**src/core/fcl_pkg.sv**
```systemverilog
package fcl_pkg;
  localparam int AW = 4;
  localparam int FUSE_DEPTH = 11;
  // fuse byte offsets
  localparam logic [3:0] A_WDT  = 4'h0;
  localparam logic [3:0] A_BOD  = 4'h1;
  localparam logic [3:0] A_OSC  = 4'h2;
  localparam logic [3:0] A_SYS0 = 4'h5;
  localparam logic [3:0] A_SYS1 = 4'h6;
  localparam logic [3:0] A_APP  = 4'h7;
  localparam logic [3:0] A_BOOT = 4'h8;
  localparam logic [3:0] A_LOCK = 4'ha;
  // factory values
  localparam logic [7:0] RST_WDT  = 8'h00;
  localparam logic [7:0] RST_BOD  = 8'h00;
  localparam logic [7:0] RST_OSC  = 8'h02;
  localparam logic [7:0] RST_SYS0 = 8'hc0;
  localparam logic [7:0] RST_SYS1 = 8'h07;
  localparam logic [7:0] RST_APP  = 8'h00;
  localparam logic [7:0] RST_BOOT = 8'h00;
  localparam logic [7:0] RST_LOCK = 8'hc5;
  localparam logic [7:0] OPEN_KEY = 8'hc5;
  // bits that are reserved and must stay zero
  localparam logic [7:0] RSV_OSC  = 8'h7c;
  localparam logic [7:0] RSV_SYS0 = 8'h36;
  localparam logic [7:0] RSV_SYS1 = 8'hf8;
  // field positions
  localparam int WIN_LO = 4;
  localparam int PER_LO = 0;
  localparam int LVL_LO = 5;
  localparam int SMP_BIT = 4;
  localparam int ACT_LO = 2;
  localparam int SLP_LO = 0;
  localparam int FRZ_BIT = 7;
  localparam int FSEL_LO = 0;
  localparam int CRC_LO = 6;
  localparam int RPIN_BIT = 3;
  localparam int EEK_BIT = 0;
  localparam int SUT_LO = 0;
  localparam logic [1:0] FSEL_16M = 2'h1;
  // timing
  localparam int CLK_PERIOD_NS = 8;
  localparam int MS_NS = 1000000;
  localparam int MS_CYCLES = MS_NS / CLK_PERIOD_NS;
  typedef enum logic [2:0] {
    ST_LOAD  = 3'b001,
    ST_DELAY = 3'b010,
    ST_RUN   = 3'b100
  } fcl_state_e;
endpackage

```
**src/core/fcl_fuse_config_loader.sv**
```systemverilog
`timescale 1ns/1ps
module fcl_fuse_config_loader
  import fcl_pkg::*;
#(
  parameter int STARTUP_MS_CYCLES = fcl_pkg::MS_CYCLES
) (
  input  wire logic             mclk,
  input  wire logic             sys_rst,
  input  wire logic             clk_en,
  input  wire logic             power_on,
  input  wire logic             cpu_re,
  input  wire logic             cpu_we,
  input  wire logic [fcl_pkg::AW-1:0] cpu_addr,
  output logic [7:0]            cpu_rdata,
  input  wire logic             prog_re,
  input  wire logic             prog_we,
  input  wire logic             prog_clear,
  input  wire logic [fcl_pkg::AW-1:0] prog_addr,
  input  wire logic [7:0]       prog_wdata,
  output logic [7:0]            prog_rdata,
  input  wire logic [6:0]       cal16_freq,
  input  wire logic [3:0]       cal16_temp,
  input  wire logic [6:0]       cal20_freq,
  input  wire logic [3:0]       cal20_temp,
  input  wire logic             wdt_sw_we,
  input  wire logic [7:0]       wdt_sw_data,
  input  wire logic             osc_cal_we,
  input  wire logic [6:0]       osc_cal_wdata_a,
  input  wire logic [3:0]       osc_cal_wdata_b,
  output logic [3:0]            wdt_window,
  output logic [3:0]            wdt_period,
  output logic [2:0]            brownout_threshold_level,
  output logic                  brownout_sample_rate,
  output logic [1:0]            brownout_active_mode,
  output logic [1:0]            brownout_sleep_mode,
  output logic                  oscillator_cal_freeze,
  output logic [1:0]            rc_frequency_select,
  output logic [6:0]            osc_frequency_trim,
  output logic [3:0]            osc_temperature_trim,
  output logic [1:0]            startup_check_source,
  output logic                  reset_pin_function,
  output logic                  eeprom_keep_on_erase,
  output logic [7:0]            app_code_end,
  output logic [7:0]            boot_section_end,
  output logic                  device_locked,
  output logic                  cpu_run
);
  import fcl_pkg::*;

  fcl_state_e  state_r, state_nxt;
  logic [7:0]  fuse_mem [FUSE_DEPTH];
  logic [7:0]  mem_nxt [FUSE_DEPTH];
  logic        por_pend_r, por_pend_nxt;
  logic [23:0] tick_r, tick_nxt;
  logic [6:0]  ms_r, ms_nxt, sut_ms;
  logic [7:0]  wdt_r, wdt_nxt, bod_r, bod_nxt;
  logic [7:0]  sys0_r, sys0_nxt, sys1_r, sys1_nxt;
  logic [7:0]  app_r, app_nxt, boot_r, boot_nxt;
  logic        lock_r, lock_nxt, frz_r, frz_nxt;
  logic [1:0]  fsel_r, fsel_nxt;
  logic [6:0]  cal_a_r, cal_a_nxt;
  logic [3:0]  cal_b_r, cal_b_nxt;
  logic [7:0]  cpu_rd_r, cpu_rd_nxt, prg_rd_r, prg_rd_nxt;
  logic        go, loading;

  assign go = clk_en & ~sys_rst;
  assign loading = (state_r == ST_LOAD);

  // read mux: reserved offsets and holes read as zero
  function automatic logic [7:0] fuse_rd(input logic [AW-1:0] a);
    logic [7:0] d;
    d = 8'h00;
    if (a < AW'(FUSE_DEPTH) && a != 4'h3 && a != 4'h4 && a != 4'h9) begin
      d = fuse_mem[a];
    end
    return d;
  endfunction

  // reserved-bit mask per offset
  function automatic logic [7:0] rsv_mask(input logic [AW-1:0] a);
    logic [7:0] m;
    case (a)
      A_OSC:   m = RSV_OSC;
      A_SYS0:  m = RSV_SYS0;
      A_SYS1:  m = RSV_SYS1;
      default: m = 8'h00;
    endcase
    return m;
  endfunction

  // nonvolatile cells: only the programming port changes them
  always_comb begin
    mem_nxt = fuse_mem;
    if (clk_en && prog_clear) begin
      // erase is taken even in reset, so blank cells never reach a load
      mem_nxt[A_WDT]  = RST_WDT;
      mem_nxt[A_BOD]  = RST_BOD;
      mem_nxt[A_OSC]  = RST_OSC;
      mem_nxt[A_SYS0] = RST_SYS0;
      mem_nxt[A_SYS1] = RST_SYS1;
      mem_nxt[A_APP]  = RST_APP;
      mem_nxt[A_BOOT] = RST_BOOT;
      mem_nxt[A_LOCK] = RST_LOCK;
      mem_nxt[4'h3] = 8'h00;
      mem_nxt[4'h4] = 8'h00;
      mem_nxt[4'h9] = 8'h00;
    end else if (go && prog_we && !lock_r && prog_addr < AW'(FUSE_DEPTH)) begin
      // cpu_we never reaches here; reserved bits forced low anyway
      mem_nxt[prog_addr] = prog_wdata & ~rsv_mask(prog_addr);
    end
  end

  // no reset: contents survive every reset like real fuses
  always_ff @(posedge mclk) begin
    fuse_mem <= mem_nxt;
  end

  // start-up sequencer: copy, optional power-on delay, release cpu
  always_comb begin
    state_nxt    = state_r;
    por_pend_nxt = por_pend_r;
    tick_nxt     = tick_r;
    ms_nxt       = ms_r;
    sut_ms       = (sys1_r[SUT_LO+:3] == 3'h0) ? 7'h00 :
                   7'(7'h01 << (sys1_r[SUT_LO+:3] - 3'h1));
    if (sys_rst) begin
      por_pend_nxt = por_pend_r | power_on;
    end else if (clk_en) begin
      case (state_r)
        ST_LOAD: begin
          tick_nxt  = 24'h000000;
          ms_nxt    = 7'h00;
          // delay while a power-on start is still pending; a warm reset delays only if that delay was cut short
          state_nxt = por_pend_r ? ST_DELAY : ST_RUN;
        end
        ST_DELAY: begin
          if (ms_r >= sut_ms) begin
            state_nxt    = ST_RUN;
            por_pend_nxt = 1'b0;
          end else if (tick_r == 24'(STARTUP_MS_CYCLES - 1)) begin
            tick_nxt = 24'h000000;
            ms_nxt   = ms_r + 7'h01;
          end else begin
            tick_nxt = tick_r + 24'h000001;
          end
        end
        ST_RUN: state_nxt = ST_RUN;
        default: state_nxt = ST_LOAD;
      endcase
    end
  end

  always_ff @(posedge mclk) begin
    por_pend_r <= por_pend_nxt;
    if (sys_rst) begin
      state_r <= ST_LOAD;
      tick_r  <= 24'h000000;
      ms_r    <= 7'h00;
    end else if (clk_en) begin
      state_r <= state_nxt;
      tick_r  <= tick_nxt;
      ms_r    <= ms_nxt;
    end
  end

  // target fields: written only in the load cycle or by software
  always_comb begin
    wdt_nxt   = wdt_r;
    bod_nxt   = bod_r;
    sys0_nxt  = sys0_r;
    sys1_nxt  = sys1_r;
    app_nxt   = app_r;
    boot_nxt  = boot_r;
    lock_nxt  = lock_r;
    frz_nxt   = frz_r;
    fsel_nxt  = fsel_r;
    cal_a_nxt = cal_a_r;
    cal_b_nxt = cal_b_r;
    if (go && loading) begin
      wdt_nxt  = fuse_mem[A_WDT];
      if (por_pend_r) begin
        bod_nxt = fuse_mem[A_BOD];
      end
      sys0_nxt = fuse_mem[A_SYS0];
      sys1_nxt = fuse_mem[A_SYS1];
      app_nxt  = fuse_mem[A_APP];
      boot_nxt = fuse_mem[A_BOOT];
      lock_nxt = (fuse_mem[A_LOCK] != OPEN_KEY);
      frz_nxt  = fuse_mem[A_OSC][FRZ_BIT];
      fsel_nxt = fuse_mem[A_OSC][FSEL_LO+:2];
      // reserved codes fall back to the 20 MHz trims
      if (fuse_mem[A_OSC][FSEL_LO+:2] == FSEL_16M) begin
        cal_a_nxt = cal16_freq;
        cal_b_nxt = cal16_temp;
      end else begin
        cal_a_nxt = cal20_freq;
        cal_b_nxt = cal20_temp;
      end
    end else if (go) begin
      if (wdt_sw_we) begin
        wdt_nxt = wdt_sw_data;
      end
      if (osc_cal_we && !frz_r) begin
        cal_a_nxt = osc_cal_wdata_a;
        cal_b_nxt = osc_cal_wdata_b;
      end
    end
  end

  // brown-out copy has no reset so warm resets keep it
  always_ff @(posedge mclk) begin
    bod_r <= bod_nxt;
    if (sys_rst) begin
      wdt_r   <= RST_WDT;
      sys0_r  <= RST_SYS0;
      sys1_r  <= RST_SYS1;
      app_r   <= RST_APP;
      boot_r  <= RST_BOOT;
      lock_r  <= 1'b1;
      frz_r   <= 1'b0;
      fsel_r  <= RST_OSC[FSEL_LO+:2];
      cal_a_r <= 7'h00;
      cal_b_r <= 4'h0;
    end else begin
      wdt_r   <= wdt_nxt;
      sys0_r  <= sys0_nxt;
      sys1_r  <= sys1_nxt;
      app_r   <= app_nxt;
      boot_r  <= boot_nxt;
      lock_r  <= lock_nxt;
      frz_r   <= frz_nxt;
      fsel_r  <= fsel_nxt;
      cal_a_r <= cal_a_nxt;
      cal_b_r <= cal_b_nxt;
    end
  end

  // read ports: one cycle latency; locked debug reads see zero
  always_comb begin
    cpu_rd_nxt = cpu_rd_r;
    prg_rd_nxt = prg_rd_r;
    if (go && cpu_re) begin
      cpu_rd_nxt = fuse_rd(cpu_addr);
    end
    if (go && prog_re) begin
      prg_rd_nxt = lock_r ? 8'h00 : fuse_rd(prog_addr);
    end
  end

  always_ff @(posedge mclk) begin
    if (sys_rst) begin
      cpu_rd_r <= 8'h00;
      prg_rd_r <= 8'h00;
    end else begin
      cpu_rd_r <= cpu_rd_nxt;
      prg_rd_r <= prg_rd_nxt;
    end
  end

  assign cpu_rdata                = cpu_rd_r;
  assign prog_rdata               = prg_rd_r;
  assign wdt_window               = wdt_r[WIN_LO+:4];
  assign wdt_period               = wdt_r[PER_LO+:4];
  assign brownout_threshold_level = bod_r[LVL_LO+:3];
  assign brownout_sample_rate     = bod_r[SMP_BIT];
  assign brownout_active_mode     = bod_r[ACT_LO+:2];
  assign brownout_sleep_mode      = bod_r[SLP_LO+:2];
  assign oscillator_cal_freeze    = frz_r;
  assign rc_frequency_select      = fsel_r;
  assign osc_frequency_trim       = cal_a_r;
  assign osc_temperature_trim     = cal_b_r;
  assign startup_check_source     = sys0_r[CRC_LO+:2];
  assign reset_pin_function       = sys0_r[RPIN_BIT];
  assign eeprom_keep_on_erase     = sys0_r[EEK_BIT];
  assign app_code_end             = app_r;
  assign boot_section_end         = boot_r;
  assign device_locked            = lock_r;
  assign cpu_run                  = (state_r == ST_RUN);
endmodule // fcl_fuse_config_loader

```
**config.mk**
```make
export PLATFORM = sky130hd
export DESIGN_NAME = fcl_fuse_config_loader
export DESIGN_NICKNAME = d
export VERILOG_FILES = /design/src/core/fcl_pkg.sv /design/src/core/fcl_fuse_config_loader.sv
export SDC_FILE = /design/constraint.sdc
export NUM_CORES = 1
export LEC_CHECK = 0
export BUFFER_PORTS_ARGS = -buffer_cell sky130_fd_sc_hd__buf_2
export CAP_MARGIN = 20
export CORE_UTILIZATION = 50
export CTS_BUF_LIST = sky130_fd_sc_hd__clkbuf_16
export CTS_CLUSTER_SIZE = 24
export DETAILED_ROUTE_END_ITERATION = 12
export MAX_ROUTING_LAYER = met4
export PLACE_DENSITY = 0.8
export SYNTH_ARGS = -nofsm -noshare
export SYNTH_HDL_FRONTEND = slang
export SYNTH_SLANG_ARGS = --single-unit
```
**constraint.sdc**
```tcl
create_clock -name mclk -period 2.5 [get_ports mclk]
set_input_delay 0 -clock mclk [delete_from_list [all_inputs] [get_ports mclk]]
set_output_delay 0 -clock mclk [all_outputs]
set_load 0.01 [all_outputs]
```
==> impl_results.md <==
* Largest net degree at the start of global routing at 77
* Count of buffers from port buffering at 134
* Seq cells post-synth at slightly below 200
* Global-route wire length before repair at 41.27 mm
* Worst slew pin tran at 0.7078 ns
* Vias post-DR at 8558
* Layout cells sized above 1 at 22.17%
* CTS buffer count at 17
* Crit-path cells: or3b_2 -> ha_1 -> a21oi_1 -> o21ai_1 -> a21o_1 -> a2111oi_0 -> xnor2_1 -> nor2_1
* Worst path max stage delay at between 0.5 and 0.6 ns
* Fillers at approximately 1.5k
* DP Worst Slack at -0.04322 ns
* Status: finished clean
* Final Hold Vio Count at 0
* Slowest CP cell: a2111oi_0
* Syn Inst Count at 1060
* Final hold slack at 0.008144 ns
* Clk slew on worst S/H paths at ~0.070 ns
* Layout Area Growth over Synthesis at 19.66%
* Dpl cell area at 10370 µm²
* PD cells at 597.2 nW/µm²
* Final instance area at 11280 µm²
* IO Count at 136
* Post-route ant nets at 0
* Min cycle time layout at 2.400 ns
* RD Place Congestion at 0.9216
* Die height at 139.3 µm
* Synth Warn # at 0
* CTS tree: yes
* CP Capture Type: flip-flop
* Setup ws final at about 0.10 ns
* Pre-Repair DR Iteration Count at 6
* Detailed-route wire length per cell at approximately 18 µm
* Max VDD drop at 483.7 µV
* GRT Util Overall at 27.97%
* Clock sinks at 193
* Hold Crit Class: input pin to flip-flop
* Avg Inst Size Synth at 8.892 µm²
* Leak at 4.509 nW
* Row cnt at 49
* Synthesized Nets at 1137
* Critical path's top delay family: compound AO/OA/AOI/OAI gates
* Hpwl dp at 18.17 mm
* Area of the mapped netlist at 9425 µm²
* Root buffer cell: clkbuf_16
* Distinct cells, synth at 72
* Async set or reset register ratio after synthesis at 0%
* Footprint of the multi-input gates at 5062 µm²
* Slew Limit Fails at 0
* Post-synth EDFFs at 9
* Fin nets at 1283
* Period utilization at between 90% and 100%
* Register Area at 3963 µm²
* Die area at 19400 µm²
* Finished Core Util at 61.94%
* Core area at 18210 µm²
* Detailed-route DRC error count at 0
* H-Tree Depth at 4
* Fin Clk Skew at 0.01550 ns
* Slew margin rel. at 52.81%
* Post-Route WL at 25.87 mm
* Kind of critical path: flip-flop to flip-flop
* Required @ worst endpoint at 2.83 ns
* Initial DRC Count at ~910
* Worst-path fanout max at 7
* Die width at 139.3 µm
* Buf+Inv Stages, Crit Path at 0
* Insertion delay to the later sink of the worst-skew pair at 0.44 ns
* Initial antenna violation count at 0
* Fmax at around 420 MHz
* Setup_tns at 0 ns
* Vias per inst at 5.914
* Setup violators final at 0
* Total congestion overflow at 0
* Sequential area share after synthesis at 41.95%
* Critical path arrival at approximately 2.7 ns
* ANT cells at 0
* Vias in the first global route at just under 8k
* Primary FF master, synth: dfxtp_1
* Clk buf depth at 2
* Startpoint Class: flip-flop
* Max-Cap Viols at 0
* Initial Utilization at around half
## power breakdown
group	total (W)	internal, W	leakage, nW	switching (W)
Clock	0.00270	0.00141	0.287	0.00129
Combinational	0.000823	0.000342	2.65	0.000481
Sequential	0.00321	0.00316	1.57	0.0000563
Total	0.00674	0.00491	4.51	0.00183
## state kept, by name (all words and copies together), names as in the netlist, 2 cells and up
name / count
sys1_r: 3
osc_frequency_trim: 7
prog_rdata: 8
wdt_r: 8
boot_section_end: 8
bod_r: 8
sys0_r: 4
state_r: 3
rc_frequency_select: 2
fuse_mem: 88
ms_r: 7
osc_temperature_trim: 4
cpu_rdata: 8
app_code_end: 8
tick_r: 24
## metrics by stage
stage / std cells / power [W]
final: 1447 / 0.006736
after global routing: 1447 / 0.006971
after CTS: 1445 / 0.006740
after detailed placement: 1385 / 0.004046
after global placement: 1385 / 0.004030
after floorplan: 1060 / 0.003747
## final timing paths
kind / cells past startpoint / slack, ns / end / start
worst max register to register: 8 / 0.10 / tick_r[10]$_SDFFE_PP0P_ / sys1_r[0]$_SDFFE_PP1P_
worst max-delay path: 8 / 0.10 / tick_r[10]$_SDFFE_PP0P_ / sys1_r[0]$_SDFFE_PP1P_
worst min register to register: 2 / 0.47 / app_code_end[6]$_SDFFE_PP0P_ / app_code_end[6]$_SDFFE_PP0P_
worst min-delay path: 5 / 0.008 / osc_frequency_trim[3]$_SDFFE_PP0P_ / osc_cal_wdata_a[3]
## worst register-to-register path, cell delays in order (launching register included)
cell,delay [ns]
dfxtp_2,0.35
or3b_2,0.46
ha_1,0.19
a21oi_1,0.13
o21ai_1,0.11
a21o_1,0.25
a2111oi_0,0.58
xnor2_1,0.19
nor2_1,0.05
## timing repair
item                                    4_1_cts  5_1_grt
setup buffers                                 0        2
endpoints found under the hold margin        31        0
resized for setup                             1       12
endpoints found under the setup margin       20       25
hold buffers                                 29        0
## layer usage
metal  vias up  global-route usage, %  wire length, µm
met5         -                      -                0
met4         0                  10.88              799
met3        55                  5.403             2200
met2       389                  41.26            11720
met1      4020                  37.76            11150
li1       4094                      -                -
## Yosys cell counts, drive strengths merged (5+ instances only)
cell | instances | area (µm²)
and2 | 7 | 43.79
o2111ai | 5 | 43.79
and3 | 19 | 118.9
nand2b | 29 | 196.4
buf | 31 | 157.6
clkbuf | 48 | 180.2
nor3 | 5 | 30.03
nand3 | 44 | 220.2
a32o | 8 | 80.08
nand2 | 104 | 390.4
or3b | 6 | 52.56
edfxtp | 9 | 270.3
ha | 9 | 112.6
o211ai | 9 | 72.57
mux2i | 45 | 450.4
o21ai | 60 | 307.8
a311oi | 8 | 70.07
a211oi | 19 | 142.6
nor2b | 20 | 132.6
xor2 | 6 | 52.55
nand4 | 12 | 81.33
nor4 | 5 | 37.53
or4 | 7 | 52.55
a22o | 8 | 70.07
dfxtp | 184 | 3684
a21oi | 94 | 470.5
xnor2 | 7 | 61.31
inv | 26 | 97.59
mux4 | 32 | 720.7
nor2 | 130 | 490.5
or3 | 11 | 68.82
o22ai | 10 | 62.56
## cells by family (layout without fill, tap and decap cells)
group,count (synthesis),count (layout),share of synthesized area (%)
AOI/OAI and AO/OA,247,247,16.54
xor gates and xnor gates,13,13,1.208
adders and majority gates,9,9,1.195
buffers and inverters,105,263,4.620
DFF,193,193,41.95
muxes,78,78,12.54
and+or+nand+nor,415,415,21.94
## area by class of cell
| cell class | instances | share of cell area [%] |
|---|---|---|
| clock buffers | 17 | 3.772 |
| clock inverters | 14 | 1.276 |
| inverters | 26 | 0.8653 |
| multi-input cells | 762 | 44.89 |
| flip-flops and latches | 193 | 35.13 |
| well taps | 229 | 2.540 |
| repair buffers | 206 | 11.53 |
## cell usage in the layout (no fill, tap or decap), types with 4 or more instances in the layout
cell type,Yosys,layout
dfxtp_1,184,181
buf_2,21,134
nor2_1,129,129
nand2_1,104,104
a21oi_1,94,92
o21ai_0,55,51
mux2i_1,45,45
nand3_1,44,44
buf_4,2,41
mux4_2,32,32
dlygate4sd3_1,0,29
nand2b_1,27,27
inv_1,26,26
nor2b_1,19,19
a211oi_1,19,19
and3_1,19,19
clkbuf_16,0,17
or3_1,11,11
nand4_1,11,11
o22ai_1,10,10
ha_1,9,9
edfxtp_1,9,9
a32o_1,8,8
a22o_1,8,8
o211ai_1,8,8
a311oi_1,8,8
or4_1,7,7
xnor2_1,7,7
o21ai_1,3,6
and2_1,7,6
xor2_1,6,6
o2111ai_1,5,5
inv_6,0,5
nand3b_1,4,4
nor4_1,4,4
o21a_1,4,4
nor3_1,4,4
o31ai_1,4,4
inv_8,0,4
No activity file was read; power rests on OpenSTA's default activity.
